[src/hdl/rtm_pkg.sv]
// Purpose: shared constants for the register transfer and modification unit
// Assumes: 16-bit data words, one-word instructions
// Notes:   field positions and codes of the instruction word
`default_nettype none
package rtm_pkg;
   localparam int          WORD_W        = 16;
   localparam logic [6:0]  GROUP_CODE    = 7'h05;   // bits 15..9 = 0 000101
   localparam int          GROUP_LSB     = 9;
   localparam int          COND_BIT      = 8;
   localparam int          OP_LSB        = 6;
   localparam int          SRC_LSB       = 3;
   localparam int          DST_LSB       = 0;
   localparam logic [15:0] SWITCH_LOAD   = 16'h0F02; // octal 007402
   localparam logic [15:0] MAX_POSITIVE  = 16'h7FFF; // octal 077777
   localparam logic [15:0] MAX_NEGATIVE  = 16'h8000; // octal 0100000
   localparam logic [15:0] RESET_WORD    = 16'h0000;

   typedef enum logic [1:0] {
      OP_PLAIN  = 2'h0,
      OP_ADD    = 2'h1,
      OP_INVERT = 2'h2,
      OP_SUB    = 2'h3
   } op_t;
endpackage
`default_nettype wire

[src/hdl/operand_bus_if.sv]
// Purpose: carries the merged operand and result between top and modifier
// Assumes: single clock, purely combinational traffic
// Notes:   modifier computes, top consumes
`default_nettype none
interface operand_bus_if;
   import rtm_pkg::*;
   logic [15:0] operand;
   op_t         op;
   logic [15:0] result;
   logic        wrap;
   modport top  (output operand, output op, input result, input wrap);
   modport calc (input operand, input op, output result, output wrap);
endinterface
`default_nettype wire

[src/hdl/source_merge.sv]
// Purpose: ORs the selected source registers, in any combination, into one operand
// Assumes: selection bits may be any combination
// Notes:   no bit set gives a zero operand
`default_nettype none
module source_merge
   import rtm_pkg::*;
(
   input  wire logic [2:0]  select,
   input  wire logic [15:0] acc,
   input  wire logic [15:0] sec,
   input  wire logic [15:0] idx,
   output logic      [15:0] merged
);
   // ==========================================================
   // operand merge
   function automatic logic [15:0] gate(input logic en, input logic [15:0] v);
      return en ? v : 16'h0000;
   endfunction

   // inclusive or of every selected register, zero when none chosen
   assign merged = gate(select[0], acc) | gate(select[1], sec) | gate(select[2], idx);
endmodule
`default_nettype wire

[src/hdl/operand_modifier.sv]
// Purpose: applies add one, subtract one, invert or pass to the operand
// Assumes: bit 15 is the sign
// Notes:   wrap flags the sign overflow of add and subtract only
`default_nettype none
module operand_modifier
   import rtm_pkg::*;
(
   operand_bus_if.calc bus
);
   // ==========================================================
   // modification
   always_comb begin
      bus.wrap = 1'b0;
      case (bus.op)
         OP_PLAIN:  bus.result = bus.operand;
         OP_ADD: begin
            bus.result = bus.operand + 16'h0001;
            bus.wrap   = (bus.operand == MAX_POSITIVE);
         end
         OP_INVERT: bus.result = ~bus.operand;
         OP_SUB: begin
            bus.result = bus.operand - 16'h0001;
            bus.wrap   = (bus.operand == MAX_NEGATIVE);
         end
         default:   bus.result = bus.operand;
      endcase
   end
endmodule
`default_nettype wire

[src/hdl/register_transfer_modify_unit.sv]
// Purpose: executes the register transfer and modification instruction group
// Assumes: one instruction per exec_strobe, synchronous inputs
// Notes:   results land one edge after the strobe
//          the decoder may issue a word on every cycle; each word sees the registers
//          as they stood before its own edge, so a register named as both source and
//          destination is read old and written new in one step
//          the switch load word is decoded apart from the group because its upper
//          bits fall outside the group code
//          overflow_clear is a local port so that software has a way to drop the flag;
//          when a wrap and a clear meet in one cycle the wrap wins, so no overflow
//          is ever lost between a test and a clear
//          the conditional forms never move the flag, even when they wrap themselves
//          group_hit is combinational and only valid while exec_strobe is high
//          executed is a one-cycle registered pulse, low for skipped conditional words
//          limitation: words outside the group are ignored without any indication
//          other than group_hit staying low
//          the checks at the foot of this file restate the rules from the outside,
//          using the merged operand rather than the modifier's outputs, except sign_wrap_a, which reads bus.result, and flag_clear_a, which reads bus.wrap
`default_nettype none
module register_transfer_modify_unit
   import rtm_pkg::*;
#(
   parameter int WIDTH = WORD_W
)
(
   input  wire logic        sys_clk,
   input  wire logic        rst,
   input  wire logic        exec_strobe,
   input  wire logic [15:0] instr_word,
   input  wire logic [15:0] entry_switches,
   input  wire logic        overflow_clear,
   output logic      [15:0] acc,
   output logic      [15:0] secondary_acc,
   output logic      [15:0] index_reg,
   output logic             overflow_flag,
   output logic             group_hit,
   output logic             executed
);
   // ==========================================================
   // decode
   logic        is_group;
   logic        is_switch_load;
   logic        cond_ok;
   logic        do_exec;
   logic [2:0]  src_sel;
   logic [2:0]  dst_sel;
   logic [15:0] merged;
   logic [15:0] next_acc;
   logic [15:0] next_sec;
   logic [15:0] next_idx;
   logic        next_overflow;
   logic        next_executed;

   operand_bus_if bus ();

   // switch load lies outside the group code, so it is decoded on its own and takes precedence
   assign is_switch_load = (instr_word == SWITCH_LOAD);
   assign is_group       = (instr_word[15:GROUP_LSB] == GROUP_CODE);
   assign src_sel        = instr_word[SRC_LSB +: 3];
   assign dst_sel        = instr_word[DST_LSB +: 3];
   assign cond_ok        = !instr_word[COND_BIT] || overflow_flag;
   assign do_exec        = exec_strobe && is_group && cond_ok;
   assign group_hit      = exec_strobe && (is_group || is_switch_load);

   // ==========================================================
   // datapath
   // merge uses the registered values, so old contents feed the sum
   source_merge merge_u (
      .select (src_sel),
      .acc    (acc),
      .sec    (secondary_acc),
      .idx    (index_reg),
      .merged (merged)
   );

   assign bus.operand = merged;
   assign bus.op      = op_t'(instr_word[OP_LSB +: 2]);

   // sixteen-bit modifier; bit 15 is the sign for the wrap test
   operand_modifier mod_u (
      .bus (bus)
   );

   // ==========================================================
   // next state
   always_comb begin
      next_acc      = acc;
      next_sec      = secondary_acc;
      next_idx      = index_reg;
      next_overflow = overflow_flag;
      next_executed = 1'b0;
      if (overflow_clear) begin
         next_overflow = 1'b0;
      end
      if (exec_strobe && is_switch_load) begin
         next_acc      = entry_switches;
         next_executed = 1'b1;
      end else if (do_exec) begin
         next_executed = 1'b1;
         // same result into every chosen register, e.g. 011 or 110
         if (dst_sel[0]) begin
            next_acc = bus.result;
         end
         if (dst_sel[1]) begin
            next_sec = bus.result;
         end
         if (dst_sel[2]) begin
            next_idx = bus.result;
         end
         // conditional forms keep the flag; invert and plain never touch it
         if (bus.wrap && !instr_word[COND_BIT]) begin
            next_overflow = 1'b1;
         end
      end
   end

   // ==========================================================
   // registers
   always_ff @(posedge sys_clk or posedge rst) begin
      if (rst) begin
         acc           <= RESET_WORD;
         secondary_acc <= RESET_WORD;
         index_reg     <= RESET_WORD;
         overflow_flag <= 1'b0;
         executed      <= 1'b0;
      end else begin
         acc           <= next_acc;
         secondary_acc <= next_sec;
         index_reg     <= next_idx;
         overflow_flag <= next_overflow;
         executed      <= next_executed;
      end
   end

   // ==========================================================
   // checks
   logic [1:0] op_f;
   assign op_f = instr_word[OP_LSB +: 2];

   add_wrap_a: assert property (@(posedge sys_clk) disable iff (rst)
      (do_exec && !is_switch_load && op_f == 2'h1 && dst_sel[0] && merged == MAX_POSITIVE
       && !instr_word[COND_BIT]) |=> (acc == MAX_NEGATIVE && overflow_flag))
      else $error("increment wrap wrong");

   sub_wrap_a: assert property (@(posedge sys_clk) disable iff (rst)
      (do_exec && !is_switch_load && op_f == 2'h3 && dst_sel[1] && merged == MAX_NEGATIVE
       && !instr_word[COND_BIT]) |=> (secondary_acc == MAX_POSITIVE && overflow_flag))
      else $error("decrement wrap wrong");

   invert_flag_a: assert property (@(posedge sys_clk) disable iff (rst)
      (do_exec && op_f == 2'h2 && !overflow_clear) |=> $stable(overflow_flag))
      else $error("invert changed overflow");

   cond_skip_a: assert property (@(posedge sys_clk) disable iff (rst)
      (exec_strobe && is_group && !is_switch_load && instr_word[COND_BIT] && !overflow_flag)
      |=> ($stable(acc) && $stable(secondary_acc) && $stable(index_reg)))
      else $error("conditional ran without overflow");

   cond_keep_a: assert property (@(posedge sys_clk) disable iff (rst)
      (do_exec && instr_word[COND_BIT] && !overflow_clear) |=> overflow_flag)
      else $error("conditional form altered overflow");

   switch_load_a: assert property (@(posedge sys_clk) disable iff (rst)
      (exec_strobe && is_switch_load) |=> (acc == $past(entry_switches)))
      else $error("switch load wrong");

   merge_or_a: assert property (@(posedge sys_clk) disable iff (rst)
      (do_exec && !is_switch_load && op_f == 2'h0 && dst_sel == 3'h4)
      |=> (index_reg == (($past(src_sel[0]) ? $past(acc) : 16'h0000)
                      | ($past(src_sel[1]) ? $past(secondary_acc) : 16'h0000)
                      | ($past(src_sel[2]) ? $past(index_reg) : 16'h0000))))
      else $error("merged operand wrong");

   no_dest_a: assert property (@(posedge sys_clk) disable iff (rst)
      (do_exec && !is_switch_load && dst_sel == 3'h0)
      |=> ($stable(acc) && $stable(secondary_acc) && $stable(index_reg)))
      else $error("null destination wrote");

   dual_dest_a: assert property (@(posedge sys_clk) disable iff (rst)
      (do_exec && !is_switch_load && dst_sel == 3'h3) |=> (acc == secondary_acc))
      else $error("dual destination mismatch");

   // both upper registers get one result when 110 is chosen
   multi_dest_a: assert property (@(posedge sys_clk) disable iff (rst)
      (do_exec && dst_sel == 3'h6) |=> (index_reg == secondary_acc))
      else $error("multi destination mismatch");

   // a plain copy must arrive bit for bit
   plain_copy_a: assert property (@(posedge sys_clk) disable iff (rst)
      (do_exec && op_f == 2'h0 && dst_sel == 3'h2) |=> (secondary_acc == $past(merged)))
      else $error("plain transfer altered data");

   // a plain transfer from an empty source field clears what it writes
   zero_source_a: assert property (@(posedge sys_clk) disable iff (rst)
      (do_exec && op_f == 2'h0 && src_sel == 3'h0 && dst_sel[2]) |=> (index_reg == 16'h0000))
      else $error("zero source did not clear");

   // invert works on the merged operand, not on the old destination
   invert_value_a: assert property (@(posedge sys_clk) disable iff (rst)
      (do_exec && op_f == 2'h2 && dst_sel[0]) |=> (acc == ~$past(merged)))
      else $error("invert value wrong");

   // add one applied after the merge
   add_value_a: assert property (@(posedge sys_clk) disable iff (rst)
      (do_exec && op_f == 2'h1 && dst_sel[2]) |=> (index_reg == $past(merged) + 16'h0001))
      else $error("increment value wrong");

   // subtract one applied after the merge
   sub_value_a: assert property (@(posedge sys_clk) disable iff (rst)
      (do_exec && op_f == 2'h3 && dst_sel[0]) |=> (acc == $past(merged) - 16'h0001))
      else $error("decrement value wrong");

   // conditional subtract leaves the flag standing
   cond_sub_keep_a: assert property (@(posedge sys_clk) disable iff (rst)
      (do_exec && instr_word[COND_BIT] && op_f == 2'h3 && !overflow_clear) |=> overflow_flag)
      else $error("conditional subtract altered overflow");

   // sign change from plus to minus on add is an overflow
   sign_wrap_a: assert property (@(posedge sys_clk) disable iff (rst)
      (do_exec && op_f == 2'h1 && !instr_word[COND_BIT] && !merged[15] && bus.result[15])
      |=> overflow_flag)
      else $error("sign overflow missed");

   // words outside the group leave every register alone
   outside_group_a: assert property (@(posedge sys_clk) disable iff (rst)
      (exec_strobe && !is_group && !is_switch_load)
      |=> (!executed && $stable(acc) && $stable(secondary_acc) && $stable(index_reg)))
      else $error("foreign word changed state");

   // every word that runs raises executed once
   exec_pulse_a: assert property (@(posedge sys_clk) disable iff (rst)
      (do_exec || (exec_strobe && is_switch_load)) |=> executed)
      else $error("executed pulse missing");

   // a clear with no wrap in the same cycle drops the flag
   flag_clear_a: assert property (@(posedge sys_clk) disable iff (rst)
      (overflow_clear && !(do_exec && bus.wrap && !instr_word[COND_BIT])) |=> !overflow_flag)
      else $error("overflow clear ignored");
endmodule
`default_nettype wire

[config.mk]
export PLATFORM = sky130hd
export DESIGN_NAME = register_transfer_modify_unit
export DESIGN_NICKNAME = d
export VERILOG_FILES = /design/src/hdl/rtm_pkg.sv /design/src/hdl/operand_bus_if.sv /design/src/hdl/source_merge.sv /design/src/hdl/operand_modifier.sv /design/src/hdl/register_transfer_modify_unit.sv
export SDC_FILE = /design/constraint.sdc
export NUM_CORES = 1
export LEC_CHECK = 0
export CELL_PAD_IN_SITES_DETAIL_PLACEMENT = 0
export CELL_PAD_IN_SITES_GLOBAL_PLACEMENT = 1
export CORE_UTILIZATION = 40
export CTS_CLUSTER_DIAMETER = 80
export CTS_CLUSTER_SIZE = 30
export DETAILED_ROUTE_END_ITERATION = 7
export DONT_BUFFER_PORTS = 1
export PLACE_DENSITY = 0.79
export SYNTH_ARGS = -nofsm -noshare
export SYNTH_HDL_FRONTEND = slang
export SYNTH_SLANG_ARGS = --single-unit
[constraint.sdc]
create_clock -name sys_clk -period 5.02 [get_ports sys_clk]
set_clock_uncertainty 0.2 [all_clocks]
set_input_delay 0.502 -clock sys_clk [delete_from_list [all_inputs] [get_ports sys_clk]]
set_output_delay 0.502 -clock sys_clk [all_outputs]
set_load 0.01 [all_outputs]
==> run metrics <==
status=finished, final reports clean; hold bufs inserted after CTS=0; PortBufs=0; yosys synthesis warning count=0; Max-slew headroom=29.9%; post-CTS sizing=0; Avg Cell Area, Syn=8.75 sq um; Clock H-tree levels=2; WL met1=4.34 mm; maximum number of pins on one net before global-route repair=51; peak supply drop=between 0.1 and 0.15 mV; RR Startpoint=secondary_acc[3]; # DRC=0; ant diodes=0; RR Endpoint=acc[15]; Post-synth EDFFs=0; width of the die=95.4 microns; CP arrival=3.27 ns; Vias/cell=6.14; Placeable Area=0.00834 sq mm; top-count cell post-synth=nand2_1; starting density of the core=41.9%; Most used DFF post-synth=dfrtp_1; dpl cells=485; final worst-path cycle share=65.9%; Critical Path Source=secondary_acc[3]; Synth top area share=between 30% and 40%; Synth Net Count=between 400 and 500; I/O Pins=87; CTS tree=done; Data required, critical path=4.98 ns; Max Transition Viols Final=0; overall routing resource usage=about 22%; routed wl met2=4.67 mm; critical path capture point type=flip-flop; RSZ-0062 raised after global routing=false; Period minus WS final=3.31 ns; R2R cell count=9; flops & latches, synth=50; met3 WL=699 microns; largest cells by area after synthesis=dfrtp_1 (36%), ha_1 (7.9%), o21ai_0 (6.7%); Reg clk slew, reported paths=0.09 ns; vias=roughly 3000; TritonRoute pass-1 iters=5; dominant cell type by area after synthesis=dfrtp_1; worst skew pair latency=0.30 ns; Hold Fails Final Rpt=0; first-pass GRT wire length=15.4 mm; post-CTS setup buffer count=0; dpl hpwl=7.30 mm; row count=33; Slew @ Worst Pin=~1.0 ns; Post-Syn Instances=399; Top Metal Used=met4; CP Class=flip-flop to flip-flop; CTS Sinks=50; Post-Synthesis Cell Area=0.00349 sq mm; Max Root-Sink Buffers=2; Synth async-reset ratio=100%; clock root cell=clkbuf_8; CP max FO=4; DRT iter0 DRCs=182; Congestion Overflow GR=0; WL final=9.82 mm; fin cells=493; setup TNS=0 ns; Syn-to-layout area delta=4.37%; Hold Crit Class=primary input to flip-flop; MaxCap Viol Count=0; initial antenna violation count=0; register-to-register setup slack=1.71 ns; DIE HEIGHT=about 95 microns; routed len/inst=19.9 microns; LEAKAGE=1.74 nW; startpoint types=flip-flop; Final ANT Viol Nets=0; final setup vio count=0; # nets final=446; Yosys cell types=64; die area=0.00911 sq mm; Synth top cells by count=nand2_1 (53), dfrtp_1 (50), o21ai_0 (47); Critical Path End=acc[15]; Placer Congestion=0.945; vias in the first global route=3007; P per Cell Area=228 mW/mm^2; Seq/Total Area, Yosys=between 30% and 40%; Num CTS Buffers=5; share of cells above drive strength 1=7.47%; f_max=302 MHz
[through the flow]
stage	instance area (sq um)	util (%)	hold WS, ns	power [mW]	setup WS, ns
2_1_floorplan	3490	-	0.333	0.541	1.16
3_3_place_gp	3540	42.4	0.351	0.559	1.67
3_5_place_dp	3540	42.4	0.363	0.560	1.63
4_1_cts	3640	43.7	0.0886	0.836	1.69
5_1_grt	3640	43.7	0.0923	0.867	1.36
6_report	3640	43.7	0.0950	0.830	1.71
[worst max-delay path, stage by stage (launching register included)]
cell and delay (ns):
dfrtp_1 0.44, a222oi_1 0.55, inv_1 0.11, ha_1 0.36
and4_1 0.21, o221ai_1 0.16, a211oi_1 0.50, nor4_1 0.11
a211oi_1 0.37, o21ai_0 0.15
[report_power, final]
group | leakage, nW | internal, mW | switching (mW)
Combinational | 0.991 | 0.0475 | 0.0753
Clock | 0.0524 | 0.149 | 0.128
Sequential | 0.694 | 0.413 | 0.0167
Total | 1.74 | 0.610 | 0.220
[final cells by class]
| class | instances | area, sq um |
|---|---|---|
| clock buffer | 7 | 76.3 |
| clock inverter | 1 | 30.0 |
| fill | 843 | 4700 |
| inverter | 20 | 75.1 |
| multi-input combinational | 310 | 2080 |
| sequential | 50 | 1250 |
| tap | 105 | 131 |
[cell families after synthesis]
| logic type | Yosys count | synth area share (%) |
|---|---|---|
| AO/OA/AOI/OAI | 147 | 27.9 |
| XOR/XNOR | 20 | 5.02 |
| adder cells (fa/ha/maj) | 23 | 8.46 |
| buffers and inverters | 39 | 4.59 |
| flip-flops | 50 | 35.8 |
| multiplexers | 5 | 1.58 |
| AND/OR/NAND/NOR | 115 | 16.6 |
[cell usage in the layout, fill, tap and decap left out, drive strengths merged, types with 4 or more instances in the layout]
cell / netlist / layout
xor2: 10 / 10
inv: 19 / 19
dfrtp: 50 / 50
or3: 6 / 6
nor4: 4 / 4
a21oi: 19 / 19
nand3: 8 / 8
o21ai: 55 / 55
nor2: 21 / 21
xnor2: 10 / 10
mux2: 4 / 4
a22oi: 15 / 15
a21o: 7 / 7
o21a: 5 / 5
a222oi: 12 / 12
clkbuf: 13 / 7
a31oi: 9 / 9
nand2: 53 / 53
ha: 22 / 22
[how the worst min path moves through the flow]
stage,start,endpoint,slack [ns],cells past startpoint
2_1_floorplan,index_reg[15],index_reg[15],0.33,2
3_3_place_gp,secondary_acc[6],secondary_acc[6],0.35,2
3_5_place_dp,secondary_acc[6],secondary_acc[6],0.36,2
4_1_cts,instr_word[1],secondary_acc[11],0.09,1
5_1_grt,instr_word[1],secondary_acc[11],0.09,1
6_report,instr_word[2],index_reg[11],0.09,1
[layer usage]
metal / global-route usage (%) / vias to the layer above
met2: 37.6 / 111
met1: 28.5 / 1453
met4: 4.35 / 0
li1: - / 1454
met3: 4.94 / 8
met5: 0 / -
Note: power is estimated with default switching activity, not from simulation.
